$ cat src/common/cacr_pkg.sv
// Constants for the counter array register block: register offsets, widths
// and reset values.
// Assumes an 8-bit special-function-register bus with byte addresses.
package cacr_pkg;

  localparam int unsigned ADDR_W = 8;
  localparam int unsigned DATA_W = 8;
  localparam int unsigned CNT_W = 16;
  localparam int unsigned NUM_CH = 3;

  ////////////////////////////////////////////////////////////////////////////////
  localparam logic [7:0] OFS_OUTPUT_POLARITY = 8'h96;
  localparam logic [7:0] OFS_COUNTER_LOW_BYTE = 8'hF9;
  localparam logic [7:0] OFS_COUNTER_HIGH_BYTE = 8'hFA;
  localparam logic [7:0] OFS_CHANNEL0_COMPARE_LOW = 8'hFB;
  localparam logic [7:0] OFS_CHANNEL0_COMPARE_HIGH = 8'hFC;

  ////////////////////////////////////////////////////////////////////////////////
  localparam logic [7:0] RST_BYTE = 8'h00;
  localparam logic [15:0] RST_WORD = 16'h0000;
  localparam logic [2:0] RST_POLARITY = 3'h0;
  localparam logic [4:0] POLARITY_RESERVED_READ = 5'h00;
  localparam logic RST_COMPARATOR_FUNC_ENABLE = 1'b0;

endpackage

$ cat src/common/cacr_cnt_if.sv
// Link between the register front end and the 16-bit counter core.
// Assumes both ends run on the same system clock.
`timescale 1ns/10ps
`default_nettype none
interface cacr_cnt_if;
  logic load_lo;
  logic load_hi;
  logic [7:0] wdata;
  logic step;
  logic [15:0] value;

  modport ctl (output load_lo, output load_hi, output wdata, output step, input value);
  modport cnt (input load_lo, input load_hi, input wdata, input step, output value);
endinterface
`default_nettype wire

$ cat src/core/cacr_top.sv
// Register front end of the counter array: counter bytes with a high-byte
// snapshot, channel 0 compare and reload bytes, and output polarity.
// Assumes a single-cycle special-function-register bus on the system clock.
`timescale 1ns/10ps
`default_nettype none

// How it works
// Counter low byte is readable and writable, resets to zero.
// Counter high byte reads return a snapshot, not the live bits.
// Snapshot refreshes from the live high byte only when the low byte is read.
// Channel 0 compare low byte is readable and writable, resets to zero.
// Channel 0 compare high byte is readable and writable, resets to zero.
// Reload select steers both compare addresses to the auto-reload value.
// Writing compare low byte clears the comparator function enable.
// Writing compare high byte sets the comparator function enable.
// Polarity register holds three channel bits, upper bits reserved, reset zero.
// Polarity bit inverts its channel output at once when set.
// Comparator function enable gates channel 0 compare matches.
// Counter byte writes load the live counter, bypassing the snapshot.
module cacr_top (
  input wire logic i_sys_clk,
  input wire logic i_nrst,
  input wire logic [7:0] i_sfr_addr,
  input wire logic i_sfr_wr,
  input wire logic i_sfr_rd,
  input wire logic [7:0] i_sfr_wdata,
  output logic [7:0] o_sfr_rdata,
  output logic o_sfr_hit,
  input wire logic i_count_en,
  input wire logic i_reload_select,
  input wire logic i_mode_wr,
  input wire logic i_mode_comparator_func_enable,
  output logic o_comparator_func_enable,
  output logic o_ch0_match,
  output logic [15:0] o_counter,
  output logic [15:0] o_ch0_compare,
  output logic [15:0] o_ch0_reload,
  input wire logic [2:0] i_chan_raw,
  output logic [2:0] o_chan_out
);

  cacr_cnt_if cnt_bus ();

  logic wr_pol;
  logic wr_cnt_lo;
  logic wr_cnt_hi;
  logic wr_cmp_lo;
  logic wr_cmp_hi;
  logic rd_cnt_lo;
  logic [2:0] pol;
  logic [7:0] snap_q;
  logic [7:0] snap_d;
  logic [15:0] cmp_q;
  logic [15:0] cmp_d;
  logic [15:0] reload_q;
  logic [15:0] reload_d;
  logic cmp_en_q;
  logic cmp_en_d;
  logic [7:0] rdata_q;
  logic [7:0] rdata_d;
  logic hit_q;
  logic hit_d;
  logic match_q;
  logic match_d;

  ////////////////////////////////////////////////////////////////////////////////
  // Address decode.
  assign wr_pol = i_sfr_wr && (i_sfr_addr == cacr_pkg::OFS_OUTPUT_POLARITY);
  assign wr_cnt_lo = i_sfr_wr && (i_sfr_addr == cacr_pkg::OFS_COUNTER_LOW_BYTE);
  assign wr_cnt_hi = i_sfr_wr && (i_sfr_addr == cacr_pkg::OFS_COUNTER_HIGH_BYTE);
  assign wr_cmp_lo = i_sfr_wr && (i_sfr_addr == cacr_pkg::OFS_CHANNEL0_COMPARE_LOW);
  assign wr_cmp_hi = i_sfr_wr && (i_sfr_addr == cacr_pkg::OFS_CHANNEL0_COMPARE_HIGH);
  assign rd_cnt_lo = i_sfr_rd && (i_sfr_addr == cacr_pkg::OFS_COUNTER_LOW_BYTE);

  ////////////////////////////////////////////////////////////////////////////////
  // Counter core and its load path.
  assign cnt_bus.load_lo = wr_cnt_lo;
  assign cnt_bus.load_hi = wr_cnt_hi;
  assign cnt_bus.wdata = i_sfr_wdata;
  assign cnt_bus.step = i_count_en;

  cacr_counter u_counter (
    .i_sys_clk(i_sys_clk),
    .i_nrst(i_nrst),
    .cnt(cnt_bus)
  );

  // The snapshot makes a low-then-high read pair coherent even if the counter
  // carries into its high byte between the two reads.
  always_comb begin
    snap_d = snap_q;
    if (rd_cnt_lo) begin
      snap_d = cnt_bus.value[15:8];
    end
  end

  always_ff @(posedge i_sys_clk or negedge i_nrst) begin
    if (!i_nrst) begin
      snap_q <= cacr_pkg::RST_BYTE;
    end else begin
      snap_q <= snap_d;
    end
  end

  ////////////////////////////////////////////////////////////////////////////////
  // Channel 0 compare and auto-reload values, and the comparator enable.
  always_comb begin
    cmp_d = cmp_q;
    reload_d = reload_q;
    if (wr_cmp_lo) begin
      if (i_reload_select) begin
        reload_d[7:0] = i_sfr_wdata;
      end else begin
        cmp_d[7:0] = i_sfr_wdata;
      end
    end
    if (wr_cmp_hi) begin
      if (i_reload_select) begin
        reload_d[15:8] = i_sfr_wdata;
      end else begin
        cmp_d[15:8] = i_sfr_wdata;
      end
    end
  end

  // A compare byte write beats a mode register write in the same cycle.
  always_comb begin
    cmp_en_d = cmp_en_q;
    if (i_mode_wr) begin
      cmp_en_d = i_mode_comparator_func_enable;
    end
    if (wr_cmp_lo) begin
      cmp_en_d = 1'b0;
    end
    if (wr_cmp_hi) begin
      cmp_en_d = 1'b1;
    end
  end

  always_comb begin
    match_d = cmp_en_q && (cnt_bus.value == cmp_q);
  end

  always_ff @(posedge i_sys_clk or negedge i_nrst) begin
    if (!i_nrst) begin
      cmp_q <= cacr_pkg::RST_WORD;
      reload_q <= cacr_pkg::RST_WORD;
      cmp_en_q <= cacr_pkg::RST_COMPARATOR_FUNC_ENABLE;
      match_q <= 1'b0;
    end else begin
      cmp_q <= cmp_d;
      reload_q <= reload_d;
      cmp_en_q <= cmp_en_d;
      match_q <= match_d;
    end
  end

  ////////////////////////////////////////////////////////////////////////////////
  // Output polarity.
  cacr_polarity #(
    .NCH(cacr_pkg::NUM_CH)
  ) u_polarity (
    .i_sys_clk(i_sys_clk),
    .i_nrst(i_nrst),
    .i_wr(wr_pol),
    .i_wdata(i_sfr_wdata[2:0]),
    .i_raw(i_chan_raw),
    .o_pol(pol),
    .o_out(o_chan_out)
  );

  ////////////////////////////////////////////////////////////////////////////////
  // Read mux, registered; unmapped addresses answer zero with no hit.
  always_comb begin
    rdata_d = cacr_pkg::RST_BYTE;
    hit_d = 1'b0;
    if (i_sfr_rd) begin
      hit_d = 1'b1;
      case (i_sfr_addr)
        cacr_pkg::OFS_OUTPUT_POLARITY: begin
          rdata_d = {cacr_pkg::POLARITY_RESERVED_READ, pol};
        end
        cacr_pkg::OFS_COUNTER_LOW_BYTE: begin
          rdata_d = cnt_bus.value[7:0];
        end
        cacr_pkg::OFS_COUNTER_HIGH_BYTE: begin
          rdata_d = snap_q;
        end
        cacr_pkg::OFS_CHANNEL0_COMPARE_LOW: begin
          rdata_d = i_reload_select ? reload_q[7:0] : cmp_q[7:0];
        end
        cacr_pkg::OFS_CHANNEL0_COMPARE_HIGH: begin
          rdata_d = i_reload_select ? reload_q[15:8] : cmp_q[15:8];
        end
        default: begin
          hit_d = 1'b0;
        end
      endcase
    end
  end

  always_ff @(posedge i_sys_clk or negedge i_nrst) begin
    if (!i_nrst) begin
      rdata_q <= cacr_pkg::RST_BYTE;
      hit_q <= 1'b0;
    end else begin
      rdata_q <= rdata_d;
      hit_q <= hit_d;
    end
  end

  assign o_sfr_rdata = rdata_q;
  assign o_sfr_hit = hit_q;
  assign o_comparator_func_enable = cmp_en_q;
  assign o_ch0_match = match_q;
  assign o_counter = cnt_bus.value;
  assign o_ch0_compare = cmp_q;
  assign o_ch0_reload = reload_q;
endmodule
`default_nettype wire

$ cat src/core/cacr_counter.sv
// The 16-bit counter/timer core with byte-wise software loads.
// Assumes the step input is a one-cycle enable pulse from the clock source.
`timescale 1ns/10ps
`default_nettype none
module cacr_counter (
  input wire logic i_sys_clk,
  input wire logic i_nrst,
  cacr_cnt_if.cnt cnt
);

  logic [15:0] count_q;
  logic [15:0] count_d;

  ////////////////////////////////////////////////////////////////////////////////
  // A software byte load wins over a count step in the same cycle for that byte only; the other byte still steps, carry included.
  always_comb begin
    count_d = count_q;
    if (cnt.step) begin
      count_d = count_q + 16'h0001;
    end
    if (cnt.load_lo) begin
      count_d[7:0] = cnt.wdata;
    end
    if (cnt.load_hi) begin
      count_d[15:8] = cnt.wdata;
    end
  end

  always_ff @(posedge i_sys_clk or negedge i_nrst) begin
    if (!i_nrst) begin
      count_q <= cacr_pkg::RST_WORD;
    end else begin
      count_q <= count_d;
    end
  end

  assign cnt.value = count_q;

endmodule
`default_nettype wire

$ cat src/core/cacr_polarity.sv
// Per-channel output polarity bits and the inverting output stage.
// Assumes the raw channel levels come from logic on the same clock.
`timescale 1ns/10ps
`default_nettype none
module cacr_polarity #(
  parameter int unsigned NCH = 3
) (
  input wire logic i_sys_clk,
  input wire logic i_nrst,
  input wire logic i_wr,
  input wire logic [NCH-1:0] i_wdata,
  input wire logic [NCH-1:0] i_raw,
  output logic [NCH-1:0] o_pol,
  output logic [NCH-1:0] o_out
);

  logic [NCH-1:0] pol_q;
  logic [NCH-1:0] pol_d;

  always_comb begin
    pol_d = pol_q;
    if (i_wr) begin
      pol_d = i_wdata;
    end
  end

  always_ff @(posedge i_sys_clk or negedge i_nrst) begin
    if (!i_nrst) begin
      pol_q <= '0;
    end else begin
      pol_q <= pol_d;
    end
  end

  // The pin follows the polarity bit at once, so no counter event is awaited.
  assign o_out = i_raw ^ pol_q;
  assign o_pol = pol_q;

endmodule
`default_nettype wire

$ cat config.mk
export PLATFORM = sky130hd
export DESIGN_NAME = cacr_top
export DESIGN_NICKNAME = d
export VERILOG_FILES = /design/src/common/cacr_pkg.sv /design/src/common/cacr_cnt_if.sv /design/src/core/cacr_top.sv /design/src/core/cacr_counter.sv /design/src/core/cacr_polarity.sv
export SDC_FILE = /design/constraint.sdc
export NUM_CORES = 1
export LEC_CHECK = 0
export ABC_AREA = 1
export ABC_CLOCK_PERIOD_IN_PS = 2600
export BUFFER_PORTS_ARGS = -buffer_cell sky130_fd_sc_hd__buf_2
export CORE_ASPECT_RATIO = 1.5
export CORE_MARGIN = 1
export CORE_UTILIZATION = 55
export DETAILED_ROUTE_END_ITERATION = 7
export PLACE_DENSITY = 0.83
export SKIP_CTS_REPAIR_TIMING = 1
export SYNTH_ARGS = -nofsm -noshare
export SYNTH_HDL_FRONTEND = slang
export SYNTH_SLANG_ARGS = --single-unit
export TNS_END_PERCENT = 20
$ cat constraint.sdc
create_clock -name i_sys_clk -period 2.6 [get_ports i_sys_clk]
set_clock_uncertainty 0.1 [all_clocks]
set_input_delay 0.13 -clock i_sys_clk [delete_from_list [all_inputs] [get_ports i_sys_clk]]
set_output_delay 0.13 -clock i_sys_clk [all_outputs]
set_load 0.01 [all_outputs]
==> metrics, run 1 <==
Setup violations, final 0; CP startpoint kind flop; DR DRC count 0; first drt pass iteration count 5; Inserted Clock Buffers 9; DRT Wirelength 12000 um; Synth top area share 42.35%; VDD IR max 0.3947 mV; count of cell types in the netlist 32; Die Y 108.2 um; CP max-delay cell dfrtp_1; grt ovf 0; LEAKAGE 2.672 nW; CP max stage delay 0.49 ns; htree depth 3; Final nets 667; Mapped Area 0.004136 mm^2; wire per inst 16.13 um; first-pass GRT wire length 18800 um; DP Wirelength 9061 um; share of cells above drive strength 1 25.93%; Via-to-Cell Ratio 5.425; largest cells by area after synthesis dfrtp_1, nand2_1, nand3_1; stages on the worst setup path 8; Worst Hold Class primary input to flop; largest family of logic cells by synthesized area simple AND/OR/NAND/NOR gates; period utilization 70.84%; reg2reg start u_counter.cnt.value[1]; Die W 72.81 um; WHS -0.005972 ns; clk_lat worst skew 0.36 ns; clock buffer depth 2; CP bufs+invs 0; Clk Tree Root Cell clkbuf_8; status finished, violations left; sequential-to-total area share from yosys stat 42.35%; crit path to u_counter.cnt.value[10]; DRT antenna net count 0; critical-path cell list ha_1 -> nand3_1 -> nor2_2 -> nand2_1 -> o21ai_0 -> nand2_1 -> nand2_1 -> nand2_1; number of synthesized flops with an enable pin 0; Area growth syn-to-layout 18.84%; die area 0.007879 mm^2; clock tree from TritonCTS yes; vias in the first global route 3765; Synth Area in Compound Gates 12.89%; CP Launch Point u_counter.cnt.value[1]; worst slew pin tran 0.6892 ns; syn_nets 573; Yosys reg bits 70; multiplexer area fraction after synthesis 0%; Slew HR 54.05%; Post-DP Area 0.004616 mm^2; fmax 542.9 MHz; DP Cell Count 718; CP required 2.75 ns; critical path fanouts, max 7; clock-pin slew on the worst setup and hold paths 0.07 ns; cell accounting for the most synthesized area dfrtp_1; failing checks negative hold slack; RR Endpoint u_counter.cnt.value[10]; Syn. warnings 0; fillcell total 639; Initial Util 56.86%; ant diodes 0; gr usage total 32.36%; crit-path leading delay family simple AND/OR/NAND/NOR gates; port bufs 88; multi-input logic area 0.002091 mm^2; xor and xnor fraction of the mapped netlist area 3.388%; Max Cap Viol 0; cell mode on critical path nand2_1; TNS Setup 0 ns; commonest register cell after synthesis dfrtp_1; Final Critical Period 1.842 ns; via count 4036; CP Data Arrival Time 1.99 ns; Syn Area/Cell 7.590 um^2; Core Region 0.007274 mm^2; Synth Area in Simple Gates 33.97%; initial antenna violation count 0; Synth Instances 545; max-slew violation count 0; r2r worst-path depth 8; final core occ 67.58%; R2R setup slack 0.76 ns; Post-Synth Adder-Cell Area 0.3025%; Finished Layout Cells 744; clk sinks 70; PwrDens 558.2 mW/mm^2; Design Area, Final 0.004916 mm^2; I/O pin cnt 89; largest net degree at the start of global routing 42; FFs w/ async S/R, synth 100.0%; Crit. End Element flop; Setup Crit Path Kind flop to flop; register area 0.001752 mm^2; Iteration-0 DRC Markers 359; final hold vios 1; unrepaired setup endpoints after global routing no; Final GP Congestion 0.9679; # rows 38
-- logic make-up (layout without fill, tap and decap cells) --
| logic type | count (synthesis) | after routing |
|---|---|---|
| fa+ha+maj | 1 | 1 |
| compound gates | 78 | 78 |
| flops | 70 | 70 |
| simple gates | 314 | 314 |
| xor+xnor | 16 | 16 |
| buf+inv | 66 | 165 |
-- power breakdown --
| part | switching, mW | internal, mW | total (mW) | leakage, nW |
|---|---|---|---|---|
| clock network | 0.410 | 0.491 | 0.901 | 0.106 |
| registers | 0.157 | 1.17 | 1.33 | 0.944 |
| logic | 0.309 | 0.209 | 0.518 | 1.62 |
-- worst reg2reg max path, delay by kind of cell, from the launching register on --
family / cells / cell delay, ns
simple gates: 6 / 0.75
flops: 1 / 0.49
fa+ha+maj: 1 / 0.24
compound gates: 1 / 0.17
-- worst min path at each step --
stage / startpoint / end / slack (ns) / cells past startpoint
floorplan: i_nrst / o_ch0_compare[0] / -0.27 / 0
global placement: i_nrst / o_ch0_reload[0] / 0.09 / 1
detailed placement: i_nrst / o_ch0_reload[8] / 0.10 / 1
CTS: i_nrst / o_ch0_reload[8] / -0.28 / 1
global route: i_mode_comparator_func_enable / o_comparator_func_enable / 0.04 / 3
finish: i_mode_comparator_func_enable / o_comparator_func_enable / -0.006 / 3
-- state kept, by name (all words and copies together), names as in the netlist --
| signal | flops |
|---|---|
| snap_q | 8 |
| o_ch0_reload | 16 |
| o_sfr_rdata | 8 |
| o_sfr_hit | 1 |
| o_ch0_match | 1 |
| o_ch0_compare | 16 |
| u_counter.cnt.value | 16 |
| o_comparator_func_enable | 1 |
| u_polarity.o_pol | 3 |
-- placed cells by master (no fill, tap or decap), types with 5 or more instances in the layout --
cell type and instances:
nand2_1 172, nor2_1 49, xor2_1 12, clkbuf_8 11, nand4_1 5, o21ai_0 25, buf_2 88, dfrtp_1 70
inv_1 46, o21a_1 6, nand3_1 56, o21ai_2 32, a21oi_1 8, dlygate4sd3_1 10, nand2_2 10
-- final cells by class --
class                      count  share of cell area (%)
multi-input combinational    409                   42.53
sequential                    70                   35.63
timing repair buffer          99                   11.40
inverter                      50                   3.818
clock buffer                  12                   3.156
tap                          100                   2.545
clock inverter                 4                  0.9163
-- stage by stage --
| stage | setup slack, ns | power, mW |
|---|---|---|
| global route | 0.5817 | 2.848 |
| floorplan | 1.009 | 1.618 |
| finish | 0.7582 | 2.744 |
| detailed placement | 0.7892 | 1.842 |
| CTS | 0.7634 | 2.729 |
| global placement | 0.8608 | 1.827 |
-- routing by layer --
metal,vias to the layer above,global-route usage [%],share of wire [%]
li1,1934,-,-
met1,1922,39.65,40
met2,147,52.67,50
met3,33,4.287,5.0
met4,0,21.57,4.7
met5,-,0,0
-- synth_stat cells (6+ instances only) --
library cell / count
nand2_1: 172
dfrtp_1: 70
nand3_1: 56
nor2_1: 49
inv_1: 46
o21ai_2: 32
o21ai_0: 25
xor2_1: 12
nand2_2: 10
a21oi_1: 8
buf_2: 7
o21a_1: 6
No activity file was read; power rests on OpenSTA's default activity.
==> inputs of run 2 (changes only) <==
--- a/config.mk
+++ b/config.mk
@@ -5,14 +5,14 @@
 export SDC_FILE = /design/constraint.sdc
 export NUM_CORES = 1
 export LEC_CHECK = 0
-export ABC_AREA = 1
-export ABC_CLOCK_PERIOD_IN_PS = 2600
+export ABC_AREA = 0
+export ABC_CLOCK_PERIOD_IN_PS = 1500
 export BUFFER_PORTS_ARGS = -buffer_cell sky130_fd_sc_hd__buf_2
 export CORE_ASPECT_RATIO = 1.5
 export CORE_MARGIN = 1
-export CORE_UTILIZATION = 55
+export CORE_UTILIZATION = 48
 export DETAILED_ROUTE_END_ITERATION = 7
-export PLACE_DENSITY = 0.83
+export PLACE_DENSITY = 0.79
 export SKIP_CTS_REPAIR_TIMING = 1
 export SYNTH_ARGS = -nofsm -noshare
 export SYNTH_HDL_FRONTEND = slang
==> constraint.sdc (replaced) <==
create_clock -name i_sys_clk -period 1.5 [get_ports i_sys_clk]
set_clock_uncertainty 0.1 [all_clocks]
set_input_delay 0.075 -clock i_sys_clk [delete_from_list [all_inputs] [get_ports i_sys_clk]]
set_output_delay 0.075 -clock i_sys_clk [all_outputs]
set_load 0.01 [all_outputs]
==> metrics, run 2 <==
via count 3143 (was 4036); clock buffer depth 2 (unchanged); sequential-to-total area share from yosys stat 48.85% (was 42.35%); Synth top cells by count dfrtp_1, mux2_2, nor2_1, a21oi_1, xnor2_1 (was nand2_1, dfrtp_1, nand3_1, nor2_1, inv_1); Finished Layout Cells 564 (was 744); DRT Wirelength 10050 um (was 12000 um); DR DRC count 0 (unchanged); die area 0.007827 mm^2 (was 0.007879 mm^2); Area growth syn-to-layout 35.87% (was 18.84%); CP required 1.64 ns (was 2.75 ns); Via-to-Cell Ratio 5.573 (was 5.425); Final Critical Period 1.595 ns (was 1.842 ns); number of synthesized flops with an enable pin 0 (unchanged); most common cell after layout, fill and taps aside buf_2 (was nand2_1); Syn. warnings 0 (unchanged); most numerous cell in the Yosys netlist dfrtp_1 (was nand2_1); Slew HR 70.87% (was 54.05%); period utilization 106.3% (was 70.84%); Final GP Congestion 0.9408 (was 0.9679); largest net degree at the start of global routing 58 (was 42); commonest register cell after synthesis dfrtp_1 (unchanged); first-pass GRT wire length 15240 um (was 18800 um); CP bufs+invs 0 (unchanged); Clk Tree Root Cell clkbuf_8 (unchanged); I/O pin cnt 89 (unchanged); # rows 38 (unchanged); htree depth 3 (unchanged); status finished, violations left (unchanged); CP startpoint kind flop (unchanged); crit-path leading delay family simple AND/OR/NAND/NOR gates (unchanged); most frequent cells in the layout buf_2, dfrtp_1, mux2_2, buf_4, nor2_1 (was nand2_1, buf_2, dfrtp_1, nand3_1, nor2_1); clock tree from TritonCTS yes (unchanged); Setup violations, final 5 (was 0); largest cells by area after synthesis dfrtp_1, mux2_2, xnor2_1 (was dfrtp_1, nand2_1, nand3_1); clock-pin slew on the worst setup and hold paths 0.07 ns (about the same); failing checks negative setup slack (was negative hold slack); Die W 72.57 um (was 72.81 um); max-slew violation count 0 (unchanged); critical path fanouts, max 3 (was 7); DP Cell Count 538 (was 718); grt ovf 0 (unchanged); Initial Util 49.62% (was 56.86%); Core Region 0.007227 mm^2 (was 0.007274 mm^2); wire per inst 17.82 um (was 16.13 um); VDD IR max 0.9112 mV (was 0.3947 mV); port bufs 88 (unchanged); count of cell types in the netlist 40 (was 32); Mapped Area 0.003586 mm^2 (was 0.004136 mm^2); cell accounting for the most synthesized area dfrtp_1 (unchanged); Inserted Clock Buffers 9 (unchanged); share of cells above drive strength 1 48.06% (was 25.93%); Final nets 488 (was 667); CP max-delay cell or4_4 (was dfrtp_1); worst slew pin tran 0.4361 ns (was 0.6892 ns); vias in the first global route 3047 (was 3765); fmax 626.9 MHz (was 542.9 MHz); initial antenna violation count 0 (unchanged); Crit. End Element flop (unchanged); critical-path cell list nand4_4 -> or4_4 -> nor2_4 -> xnor2_2 -> a21oi_2 (was ha_1 -> nand3_1 -> nor2_2 -> nand2_1 -> o21ai_0 -> nand2_1 -> nand2_1 -> nand2_1); first drt pass iteration count 5 (unchanged); FFs w/ async S/R, synth 100.0% (unchanged); gr usage total 26.71% (was 32.36%); final hold vios 0 (was 1); R2R setup slack -0.1 ns (was 0.76 ns); Synth Instances 314 (was 545); Syn Area/Cell 11.42 um^2 (was 7.590 um^2); Synth top area share 48.85% (was 42.35%); TNS Setup -0.2615 ns (was 0 ns); unrepaired setup endpoints after global routing yes (was no); LEAKAGE 2.447 nW (was 2.672 nW); Iteration-0 DRC Markers 260 (was 359); CP Data Arrival Time 1.74 ns (was 1.99 ns); Max Cap Viol 0 (unchanged); Setup Crit Path Kind flop to flop (unchanged); syn_nets 342 (was 573); Yosys reg bits 70 (unchanged); clk sinks 70 (unchanged); PwrDens 1110 mW/mm^2 (was 558.2 mW/mm^2); Worst Hold Class primary input to flop (unchanged); clk_lat worst skew 0.36 ns (about the same); Setup WS post-layout -0.09503 ns (was 0.7582 ns); DRT antenna net count 0 (unchanged); CP max stage delay 0.52 ns (was 0.49 ns); DP Wirelength 7320 um (was 9061 um); Die Y 107.9 um (was 108.2 um); ant diodes 0 (unchanged)
[run 2: cell count changes after synthesis, moves of 7 or more]
cell	previous run	this run
a21oi_1	8	21
a22oi_1	0	7
inv_1	46	6
mux2_2	0	48
mux2i_1	0	13
nand2_1	172	17
nand2_2	10	0
nand3_1	56	9
nor2_1	49	24
o21ai_0	25	8
o21ai_2	32	1
xnor2_1	4	21
[run 2: cell type report]
class	instances	area [um^2]
fillers	567	2355
multi-input cells	223	1767
flip-flops and latches	70	1754
repair buffers	150	980.9
clock buffers	12	155.1
well taps	100	125.1
clock inverters	3	67.56
inverters	6	22.52
[run 2: cells by family (layout without fill, tap and decap cells)]
kind of cell | count (synthesis) | in the layout | share of synthesized area [%]
AND/OR/NAND/NOR | 79 | 79 | 12.18
flip-flops | 70 | 70 | 48.85
multiplexers | 61 | 61 | 18.70
buffers and inverters | 21 | 171 | 3.245
adder cells (fa/ha/maj) | 1 | 1 | 0.3489
AO/OA/AOI/OAI | 48 | 48 | 8.374
XOR/XNOR | 34 | 34 | 8.304
[run 2: worst paths after layout]
check	startpoint	to	depth (start not counted)
setup / recovery	u_counter.cnt.value[2]	u_counter.cnt.value[11]	5
hold / removal	i_count_en	u_counter.cnt.value[0]	3
setup reg to reg	u_counter.cnt.value[2]	u_counter.cnt.value[11]	5
hold reg to reg	snap_q[3]	snap_q[3]	1
max in group asynchronous	i_nrst	o_sfr_rdata[5]	3
min in group asynchronous	i_nrst	o_sfr_rdata[1]	2
[run 2: per-stage QoR]
step / util, % / power [mW] / hold slack (ns) / setup slack [ns] / cell area [um^2]
after floorplan: - / 2.960 / -0.3206 / -0.1671 / 3592
final: 67.42 / 5.408 / 0.02372 / -0.09503 / 4872
after CTS: 65.25 / 5.337 / -0.4837 / -0.1115 / 4716
after detailed placement: 62.17 / 3.614 / -0.09757 / -0.09785 / 4493
after global placement: 62.17 / 3.577 / -0.1083 / -0.05217 / 4493
after global routing: 67.42 / 5.631 / 0.03938 / -0.1562 / 4872
[run 2: tightest hold or removal path, cell delays in order]
cell and delay [ns]:
buf_2 0.16, xnor2_1 0.15, a21oi_1 0.07
[run 2: routing by layer]
layer  vias to the layer above  part of all wire (%)  GRT usage (%)
met2                       121                    53          42.86
met5                         -                     0              0
met3                        27                   4.3          5.618
li1                       1425                     -              -
met4                         0                   3.5          16.11
met1                      1570                    40          32.56
[run 2: power by group]
| part | switching, mW | leakage (nW) | internal [mW] |
|---|---|---|---|
| clock | 0.706 | 0.109 | 1.02 |
| combinational | 0.752 | 1.39 | 0.705 |
| sequential | 0.183 | 0.949 | 2.04 |
